`src/inc/icsr_pkg.sv`:
```
// constants for the interrupt control and status register block
package icsr_pkg;

   // ==========================================================
   // sizes
   localparam int NUM_SRC    = 128;
   localparam int NUM_EXT    = 5;
   localparam int DATA_W     = 16;
   localparam int ADDR_W     = 8;
   localparam int VEC_W      = 7;
   localparam int LVL_W      = 4;
   localparam int PRIO_W     = 3;
   localparam int SRC_PER_PW = 4;

   // ==========================================================
   // word offsets on the register port
   localparam logic [7:0] FLAG_BASE   = 8'h00;
   localparam logic [7:0] ENA_BASE    = 8'h08;
   localparam logic [7:0] PRIO_BASE   = 8'h10;
   localparam logic [7:0] CTRL1_ADDR  = 8'h30;
   localparam logic [7:0] CTRL2_ADDR  = 8'h31;
   localparam logic [7:0] TEST_ADDR   = 8'h32;
   localparam logic [7:0] STATUS_ADDR = 8'h33;
   localparam logic [7:0] CORE_ADDR   = 8'h34;
   localparam logic [7:0] EVT_ADDR    = 8'h35;
   localparam logic [7:0] MASK_ADDR   = 8'h36;
   localparam logic [7:0] FLAG_WORDS  = 8'h08;
   localparam logic [7:0] PRIO_WORDS  = 8'h20;

   // ==========================================================
   // field positions
   localparam int NEST_DIS_BIT = 15;
   localparam int ARITH_BIT    = 4;
   localparam int ADDR_ERR_BIT = 3;
   localparam int STACK_BIT    = 2;
   localparam int OSC_BIT      = 1;
   localparam int ALT_TBL_BIT  = 15;
   localparam int TDIS_BIT     = 14;
   localparam int IPL_LSB      = 5;
   localparam int CPU_PRIORITY_HIGH_BIT_BIT     = 3;
   localparam int CORE_RSV_BIT = 2;
   localparam int ILR_LSB      = 8;
   localparam int EVT_LATCH    = 0;
   localparam int EVT_TRAP     = 1;

   // ==========================================================
   // reset values and fixed codes
   localparam logic [15:0] WORD_RST  = 16'h0000;
   localparam logic [2:0]  IPL_RST   = 3'h0;
   localparam logic [2:0]  IPL_MAX   = 3'h7;
   localparam logic [6:0]  EXT_VEC0  = 7'h00;
   localparam logic [6:0]  EXT_VEC1  = 7'h14;
   localparam logic [6:0]  EXT_VEC2  = 7'h1D;
   localparam logic [6:0]  EXT_VEC3  = 7'h35;
   localparam logic [6:0]  EXT_VEC4  = 7'h36;

endpackage

```
`src/verilog/icsr_core.sv`:
```
// interrupt controller flag, enable, priority, control and status registers
//
// The plain strobed port and the register addresses were chosen for this implementation.
`timescale 1ns/1ps

module icsr_core
   import icsr_pkg::*;
(
   input  logic                clock_in,
   input  logic                rst_b_in,
   input  logic [ADDR_W-1:0]   addr_in,
   input  logic [DATA_W-1:0]   wr_data_in,
   input  logic                wr_in,
   input  logic                rd_in,
   output logic [DATA_W-1:0]   rd_data_out,
   input  logic [NUM_SRC-1:0]  src_req_in,
   input  logic [NUM_EXT-1:0]  ext_pin_in,
   input  logic [3:0]          trap_in,
   input  logic                trap_enter_in,
   input  logic                trap_exit_in,
   input  logic                timed_disable_in,
   input  logic                ack_in,
   output logic                irq_valid_out,
   output logic [VEC_W-1:0]    irq_vector_out,
   output logic [LVL_W-1:0]    irq_level_out,
   output logic [LVL_W-1:0]    cpu_level_out,
   output logic                alt_table_out,
   output logic                int_out
);

   // ==========================================================
   // helpers
   function automatic logic is_word(input logic [7:0] a, input logic [7:0] base,
                                    input logic [7:0] cnt);
      is_word = (a >= base) && (a < base + cnt);
   endfunction

   // ==========================================================
   // state
   logic [NUM_SRC-1:0] request_flag_regs;
   logic [NUM_SRC-1:0] enable_q;
   logic [PRIO_W-1:0]  source_priority_regs [0:NUM_SRC-1];
   logic               nesting_disable;
   logic [3:0]         trap_flags_q;
   logic               alt_table_select;
   logic [NUM_EXT-1:0] ext_polarity_q;
   logic [NUM_EXT-1:0] ext_prev_q;
   logic [2:0]         cpu_priority_bits;
   logic               cpu_priority_high_bit;
   logic [VEC_W-1:0]   latched_vector_number;
   logic [LVL_W-1:0]   latched_new_level;
   logic               present_q;
   logic [1:0]         evt_q;
   logic [1:0]         mask_q;
   logic [DATA_W-1:0]  rd_data_q;

   logic [LVL_W-1:0]   cpu_level;
   logic [NUM_EXT-1:0] ext_edge;
   logic [NUM_SRC-1:0] hw_set;
   logic               win_found;
   logic [VEC_W-1:0]   win_vec;
   logic [PRIO_W-1:0]  win_prio;
   logic [1:0]         evt_set;
   logic [7:0]         widx;
   logic [4:0]         pidx;

   assign cpu_level = {cpu_priority_high_bit, cpu_priority_bits};
   assign widx      = addr_in;
   assign pidx      = 5'(widx - PRIO_BASE);

   // ==========================================================
   // external pins: edge detect with per-pin polarity
   always_ff @(posedge clock_in) begin
      if (!rst_b_in) begin
         // track the pins through reset, so a pin idling high gives no false edge
         ext_prev_q <= ext_pin_in;
      end else begin
         ext_prev_q <= ext_pin_in;
      end
   end

   // polarity 1 catches a falling edge, 0 a rising edge
   assign ext_edge = ext_polarity_q & ext_prev_q & ~ext_pin_in |
                     ~ext_polarity_q & ~ext_prev_q & ext_pin_in;

   always_comb begin
      hw_set = src_req_in;
      hw_set[EXT_VEC0] = src_req_in[EXT_VEC0] | ext_edge[0];
      hw_set[EXT_VEC1] = src_req_in[EXT_VEC1] | ext_edge[1];
      hw_set[EXT_VEC2] = src_req_in[EXT_VEC2] | ext_edge[2];
      hw_set[EXT_VEC3] = src_req_in[EXT_VEC3] | ext_edge[3];
      hw_set[EXT_VEC4] = src_req_in[EXT_VEC4] | ext_edge[4];
   end

   // ==========================================================
   // request flags and enables, bit i%16 of word i/16 is source i
   always_ff @(posedge clock_in) begin
      if (!rst_b_in) begin
         request_flag_regs <= '0;
      end else begin
         for (int w = 0; w < 8; w++) begin
            // a hardware set in the same cycle as a software clear wins
            if (wr_in && widx == FLAG_BASE + 8'(w)) begin
               request_flag_regs[w*16 +: 16] <= wr_data_in | hw_set[w*16 +: 16];
            end else begin
               request_flag_regs[w*16 +: 16] <= request_flag_regs[w*16 +: 16] |
                                                hw_set[w*16 +: 16];
            end
         end
      end
   end

   always_ff @(posedge clock_in) begin
      if (!rst_b_in) begin
         enable_q <= '0;
      end else if (wr_in && is_word(widx, ENA_BASE, FLAG_WORDS)) begin
         enable_q[widx[2:0]*16 +: 16] <= wr_data_in;
      end
   end

   // ==========================================================
   // priorities, four sources per word at bits 2:0, 6:4, 10:8, 14:12
   always_ff @(posedge clock_in) begin
      if (!rst_b_in) begin
         for (int i = 0; i < NUM_SRC; i++) begin
            source_priority_regs[i] <= '0;
         end
      end else if (wr_in && is_word(widx, PRIO_BASE, PRIO_WORDS)) begin
         for (int k = 0; k < SRC_PER_PW; k++) begin
            source_priority_regs[pidx*SRC_PER_PW + k] <= wr_data_in[k*4 +: 3];
         end
      end
   end

   // ==========================================================
   // global controls
   always_ff @(posedge clock_in) begin
      if (!rst_b_in) begin
         nesting_disable  <= 1'b0;
         alt_table_select <= 1'b0;
         ext_polarity_q   <= '0;
      end else if (wr_in && widx == CTRL1_ADDR) begin
         nesting_disable <= wr_data_in[NEST_DIS_BIT];
      end else if (wr_in && widx == CTRL2_ADDR) begin
         alt_table_select <= wr_data_in[ALT_TBL_BIT];
         ext_polarity_q   <= wr_data_in[NUM_EXT-1:0];
      end
   end

   // trap flags are read/write; a trap in the write cycle still lands
   always_ff @(posedge clock_in) begin
      if (!rst_b_in) begin
         trap_flags_q <= '0;
      end else if (wr_in && widx == CTRL1_ADDR) begin
         trap_flags_q <= wr_data_in[ARITH_BIT:OSC_BIT] | trap_in;
      end else begin
         trap_flags_q <= trap_flags_q | trap_in;
      end
   end

   // ==========================================================
   // cpu priority level
   always_ff @(posedge clock_in) begin
      if (!rst_b_in) begin
         cpu_priority_bits <= IPL_RST;
      end else if (ack_in && present_q) begin
         // with nesting off, taking an interrupt raises the level to the top
         cpu_priority_bits <= nesting_disable ? IPL_MAX : latched_new_level[2:0];
      end else if (wr_in && widx == STATUS_ADDR && !nesting_disable) begin
         cpu_priority_bits <= wr_data_in[IPL_LSB +: 3];
      end
   end

   // only the core moves the high bit, so software can never mask traps
   always_ff @(posedge clock_in) begin
      if (!rst_b_in) begin
         cpu_priority_high_bit <= 1'b0;
      end else if (trap_enter_in) begin
         cpu_priority_high_bit <= 1'b1;
      end else if (trap_exit_in) begin
         cpu_priority_high_bit <= 1'b0;
      end
   end

   // ==========================================================
   // arbitration: strict compare keeps the lower vector on a tie
   always_comb begin
      win_found = 1'b0;
      win_vec   = '0;
      win_prio  = '0;
      for (int i = 0; i < NUM_SRC; i++) begin
         if (request_flag_regs[i] && enable_q[i] &&
             {1'b0, source_priority_regs[i]} > cpu_level &&
             !(timed_disable_in && source_priority_regs[i] != IPL_MAX) &&
             source_priority_regs[i] > win_prio) begin
            win_found = 1'b1;
            win_vec   = VEC_W'(i);
            win_prio  = source_priority_regs[i];
         end
      end
   end

   always_ff @(posedge clock_in) begin
      if (!rst_b_in) begin
         present_q             <= 1'b0;
         latched_vector_number <= '0;
         latched_new_level     <= '0;
      end else begin
         present_q <= win_found;
         if (win_found) begin
            latched_vector_number <= win_vec;
            latched_new_level     <= {1'b0, win_prio};
         end
      end
   end

   assign irq_valid_out  = present_q;
   assign irq_vector_out = latched_vector_number;
   assign irq_level_out  = latched_new_level;
   assign cpu_level_out  = cpu_level;
   assign alt_table_out  = alt_table_select;

   // ==========================================================
   // event status, mask and interrupt line; a read clears the status
   assign evt_set[EVT_LATCH] = win_found && (!present_q || win_vec != latched_vector_number);
   assign evt_set[EVT_TRAP]  = |trap_in;

   always_ff @(posedge clock_in) begin
      if (!rst_b_in) begin
         evt_q <= '0;
      end else if (rd_in && widx == EVT_ADDR) begin
         evt_q <= evt_set;
      end else begin
         evt_q <= evt_q | evt_set;
      end
   end

   always_ff @(posedge clock_in) begin
      if (!rst_b_in) begin
         mask_q <= '0;
      end else if (wr_in && widx == MASK_ADDR) begin
         mask_q <= wr_data_in[1:0];
      end
   end

   assign int_out = |(evt_q & mask_q);

   // ==========================================================
   // read port, data one cycle after the strobe, unmapped reads zero
   always_ff @(posedge clock_in) begin
      if (!rst_b_in) begin
         rd_data_q <= WORD_RST;
      end else if (rd_in) begin
         rd_data_q <= WORD_RST;
         if (is_word(widx, FLAG_BASE, FLAG_WORDS)) begin
            rd_data_q <= request_flag_regs[widx[2:0]*16 +: 16];
         end else if (is_word(widx, ENA_BASE, FLAG_WORDS)) begin
            rd_data_q <= enable_q[widx[2:0]*16 +: 16];
         end else if (is_word(widx, PRIO_BASE, PRIO_WORDS)) begin
            for (int k = 0; k < SRC_PER_PW; k++) begin
               rd_data_q[k*4 +: 3] <= source_priority_regs[pidx*SRC_PER_PW + k];
            end
         end else begin
            case (widx)
               CTRL1_ADDR: begin
                  rd_data_q[NEST_DIS_BIT]        <= nesting_disable;
                  rd_data_q[ARITH_BIT:OSC_BIT]   <= trap_flags_q;
               end
               CTRL2_ADDR: begin
                  rd_data_q[ALT_TBL_BIT]         <= alt_table_select;
                  rd_data_q[TDIS_BIT]            <= timed_disable_in;
                  rd_data_q[NUM_EXT-1:0]         <= ext_polarity_q;
               end
               TEST_ADDR: begin
                  rd_data_q[VEC_W-1:0]           <= latched_vector_number;
                  rd_data_q[ILR_LSB +: LVL_W]    <= latched_new_level;
               end
               STATUS_ADDR: begin
                  rd_data_q[IPL_LSB +: 3]        <= cpu_priority_bits;
               end
               CORE_ADDR: begin
                  rd_data_q[CPU_PRIORITY_HIGH_BIT_BIT]            <= cpu_priority_high_bit;
                  rd_data_q[CORE_RSV_BIT]        <= 1'b1;
               end
               EVT_ADDR: begin
                  rd_data_q[1:0]                 <= evt_q;
               end
               MASK_ADDR: begin
                  rd_data_q[1:0]                 <= mask_q;
               end
               default: begin
                  rd_data_q <= WORD_RST;
               end
            endcase
         end
      end
   end

   assign rd_data_out = rd_data_q;
endmodule

```
`config.mk`:
```
export PLATFORM = sky130hd
export DESIGN_NAME = icsr_core
export DESIGN_NICKNAME = d
export VERILOG_FILES = /design/src/inc/icsr_pkg.sv /design/src/verilog/icsr_core.sv
export SDC_FILE = /design/constraint.sdc
export NUM_CORES = 2
export LEC_CHECK = 0
export ABC_AREA = 1
export BUFFER_PORTS_ARGS = -buffer_cell sky130_fd_sc_hd__buf_2
export CAP_MARGIN = 20
export CORE_UTILIZATION = 60
export DETAILED_ROUTE_END_ITERATION = 7
export PLACE_DENSITY_LB_ADDON = 0.25
export SLEW_MARGIN = 10
export SYNTH_ARGS = -nofsm -noshare
export SYNTH_HDL_FRONTEND = slang
export SYNTH_SLANG_ARGS = --single-unit
```
`constraint.sdc`:
```
create_clock -name clock_in -period 293.3 [get_ports clock_in]
set_clock_uncertainty 0.15 [all_clocks]
set_input_delay 58.66 -clock clock_in [delete_from_list [all_inputs] [get_ports clock_in]]
set_output_delay 58.66 -clock clock_in [all_outputs]
set_load 0.1 [all_outputs]
```
==> metrics.md <==
| Metric | Value |
|---|---|
| CP max FO | 34 |
| Final min period | approximately 200 ns |
| GRT Max-Usage Layer | met2 |
| Commonest non-fill, non-tap cell in the layout | inv_1 |
| Setup TNS | 0 ns |
| CTS Hold Buffers Added | 0 |
| DR pass1 iterations | 8 |
| Critical-path top delay cell | buf_4 |
| CP Buf/Inv Count | about 100 |
| Setup violators final | 0 |
| Layout net count | 8985 |
| Storage cell area | about 18000 um^2 |
| Antenna violations before repair | 27 |
| Worst r2r src | cpu_priority_bits[1] |
| Pwr Density | 4.07 nW/um^2 |
| Netlist cell types | between 90 and 100 |
| Total vias in the final route | 62900 |
| CTS tree | built |
| Worst EP required | 293.76 ns |
| Die area | 101000 um^2 |
| Crit path to | evt_q[0] |
| Number of global-route vias before repair | 57100 |
| DRC errors left | 2 |
| VDD IR max | 0.00000512 V |
| Total GRT Usage | 48.6% |
| Measured slew at the worst slew-check pin | between 1 and 1.5 ns |
| Async set or reset register ratio after synthesis | 0% |
| Postcts setup bufs | 0 |
| Mean Syn Cell Area | 7.26 um^2 |
| Total Wirelength | 253 mm |
| Worst hold slack | about 0.34 ns |
| Post-Synth Adder-Cell Area | 11.0% |
| Worst skew pair latency | 0.69 ns |
| Grt met1 use | roughly three fifths |
| I/O Buffers | 201 |
| CTS HTree Levels | 3 |
| Synth Area in XOR/XNOR | 0.0731% |
| Crit path max-delay family | compound AO/OA/AOI/OAI gates |
| Core Region | 98600 um^2 |
| Clock Tree Buf Depth | 3 |
| GRT met3 Usage | 14.8% |
| Critical Path Max Stage Delay | 0.55 ns |
| Post-synthesis mux area share | 0.0167% |
| Part of the Yosys area used for sequential elements | between 20% and 30% |
| RSZ-0062 raised after global routing | false |
| Fmax | 5.01 MHz |
| FF-to-FF setup slack | about 150 ns |
| Area Overhead vs Synth | 7.63% |
| Row count | 115 |
| Worst-path clk slew | about 0.060 ns |
| I/O pins | 203 |
| Vias/cell | 6.51 |
| Cells after Synth | 8251 |
| Post-synth EDFFs | 384 |
| Fill cell count | between 8000 and 9000 |
| Layout cells sized above 1 | approximately 14% |
| Yosys reg bits | 691 |
| Total global routing overflow | 0 |
| Ys Warns | 0 |
| First-pass GRT wire length | 367 mm |
| Leak | 30.6 nW |
| Routability Congestion | 1.14 |
| Failing checks | design-rule violations |
| Setup Crit Path Kind | in2reg |
| Die Ht | 318 um |
| Simple-gate share of the synthesized area | 29.3% |
| Stages on worst setup path | 910 |
| Post-route ant nets | 0 |
| Die width | 318 um |
| DR WL/cell | 26.3 um |
| Pins over their slew limit | 0 |
| Worst min-delay path startpoint | rd_data_out[8] |
| Final hold vios | 0 |
| Clock Sinks | roughly 700 |
| Fin crit share | roughly 70% |
| Largest family of logic cells by synthesized area | simple AND/OR/NAND/NOR gates |
| Worst R2R End | evt_q[0] |
| Synth Area in Compound Gates | 19.5% |
| Initial core utilization | 60.8% |
| Iter 0 DRT Violations | about 9500 |
| Worst Path Arrival | 199.98 ns |
| Largest net degree at the start of global routing | 132 |
| Ys flop type | edfxtp_1 |
| Grt met2 use | 70.0% |
| Worst slew margin | 14.4% |
| Type of the most critical hold path | reg2reg |
| Post-Syn Area | 59900 um^2 |
| Status | finished, violations left |
| Most frequent CP cell | o21ai_0 |
| CTS Buf Count | 80 |
| CP Capture Type | flop |
| Net Count, Synth | roughly 8900 |
| Root Driver | clkbuf_16 |
| # resized after CTS | 0 |
| Area taken by multi-input logic gates | about 36000 um^2 |
| Worst reg-to-reg path cell count | between 800 and 900 |
| DP Wirelength | 189 mm |
| Worst setup startpoint | timed_disable_in |
| Max-cap violations | 0 |
| Critical Path Start Type | input port |
| Commonest cells after routing, fill and taps aside | inv_1 (1121), nand2_1 (1031), nor2_1 (952) |
==> cell usage after synthesis, types with 21 or more instances <==
library cell | n | area [um^2]
or2_2 | 31 | 194
a211oi_1 | 69 | 518
inv_2 | 93 | 349
nor3_1 | 104 | 521
nand3_1 | 681 | 3410
o21ai_0 | 727 | 3640
clkinv_1 | 23 | 86.3
dfxtp_1 | 307 | 6150
o31ai_1 | 160 | 1200
nand2_1 | 1032 | 3870
a2111oi_0 | 33 | 289
nor2_1 | 955 | 3580
clkbuf_1 | 262 | 983
a31oi_1 | 31 | 194
ha_1 | 525 | 6570
nand2_4 | 94 | 1060
inv_1 | 1138 | 4270
nand3_4 | 34 | 596
a41oi_1 | 53 | 464
nand4_1 | 92 | 576
o211ai_1 | 22 | 165
a21oi_1 | 605 | 3030
edfxtp_1 | 384 | 11500
nand3_2 | 173 | 1730
buf_1 | 21 | 78.8
o2111ai_1 | 34 | 298
nand2_2 | 251 | 1570
==> per-layer routing <==
layer,vias up,wire [um]
met5,-,132
met4,22,22500
met3,1068,36000
met2,4289,102000
met1,29200,92400
li1,28300,-
==> tightest hold or removal path: stages (launching register included) <==
cell and delay, ns:
dfxtp_1 0.33, o211ai_1 0.08, inv_1 0.05
==> cells by family after synthesis <==
logic type / Yosys count
and+or+nand+nor: 3501
adders and majority gates: 525
DFF: 691
buffers and inverters: 1589
AOI/OAI and AO/OA: 1938
other: 1
muxes: 1
xor gates and xnor gates: 5
==> sequential cells by signal (all words and copies together) (netlist names) <==
signal,count
source_priority_regs,384
enable_q,128
request_flag_regs,128
rd_data_out,16
irq_vector_out,7
ext_polarity_q,5
ext_prev_q,5
trap_flags_q,4
cpu_priority_bits,3
irq_level_out,3
evt_q,2
mask_q,2
alt_table_out,1
cpu_priority_high_bit,1
irq_valid_out,1
nesting_disable,1
==> how the worst min path moves through the flow <==
stage / end / slack (ns) / depth (start not counted)
after floorplan: enable_q[121] / 0.29 / 2
after global placement: rd_data_out[8] / 0.32 / 2
after detailed placement: rd_data_out[8] / 0.32 / 2
after CTS: mask_q[0] / 0.33 / 2
after global routing: enable_q[31] / 0.35 / 2
final: rd_data_out[8] / 0.34 / 2
==> power by group <==
group	internal (mW)	switching [mW]
sequential	0.107	0.00517
combinational	0.0116	0.0317
clock	0.0613	0.0459
total	0.179	0.0827
==> cell type report <==
type / instances / share of cell area [%]
multi-input cells: 5971 / 55.7
flip-flops and latches: 691 / 27.4
inverters: 1271 / 7.60
clock buffers: 104 / 3.54
well taps: 1287 / 2.50
repair buffers: 276 / 2.49
clock inverters: 43 / 0.674
diodes: 10 / 0.0388
==> stage by stage <==
| stage | instance area (um^2) | setup slack, ns | util, % | power (mW) | instances |
|---|---|---|---|---|---|
| after global placement | 61600 | 101.75 | 62.5 | 0.153 | 9490 |
| final | 64500 | 93.78 | 65.4 | 0.262 | 9653 |
| after detailed placement | 61700 | 94.81 | 62.6 | 0.154 | 9491 |
| after global routing | 64400 | 79.57 | 65.4 | 0.267 | 9644 |
| after CTS | 64400 | 94.93 | 65.3 | 0.258 | 9638 |
| after floorplan | 59900 | 110.18 | - | 0.138 | 8251 |
Note: power is estimated with default switching activity, not from simulation.
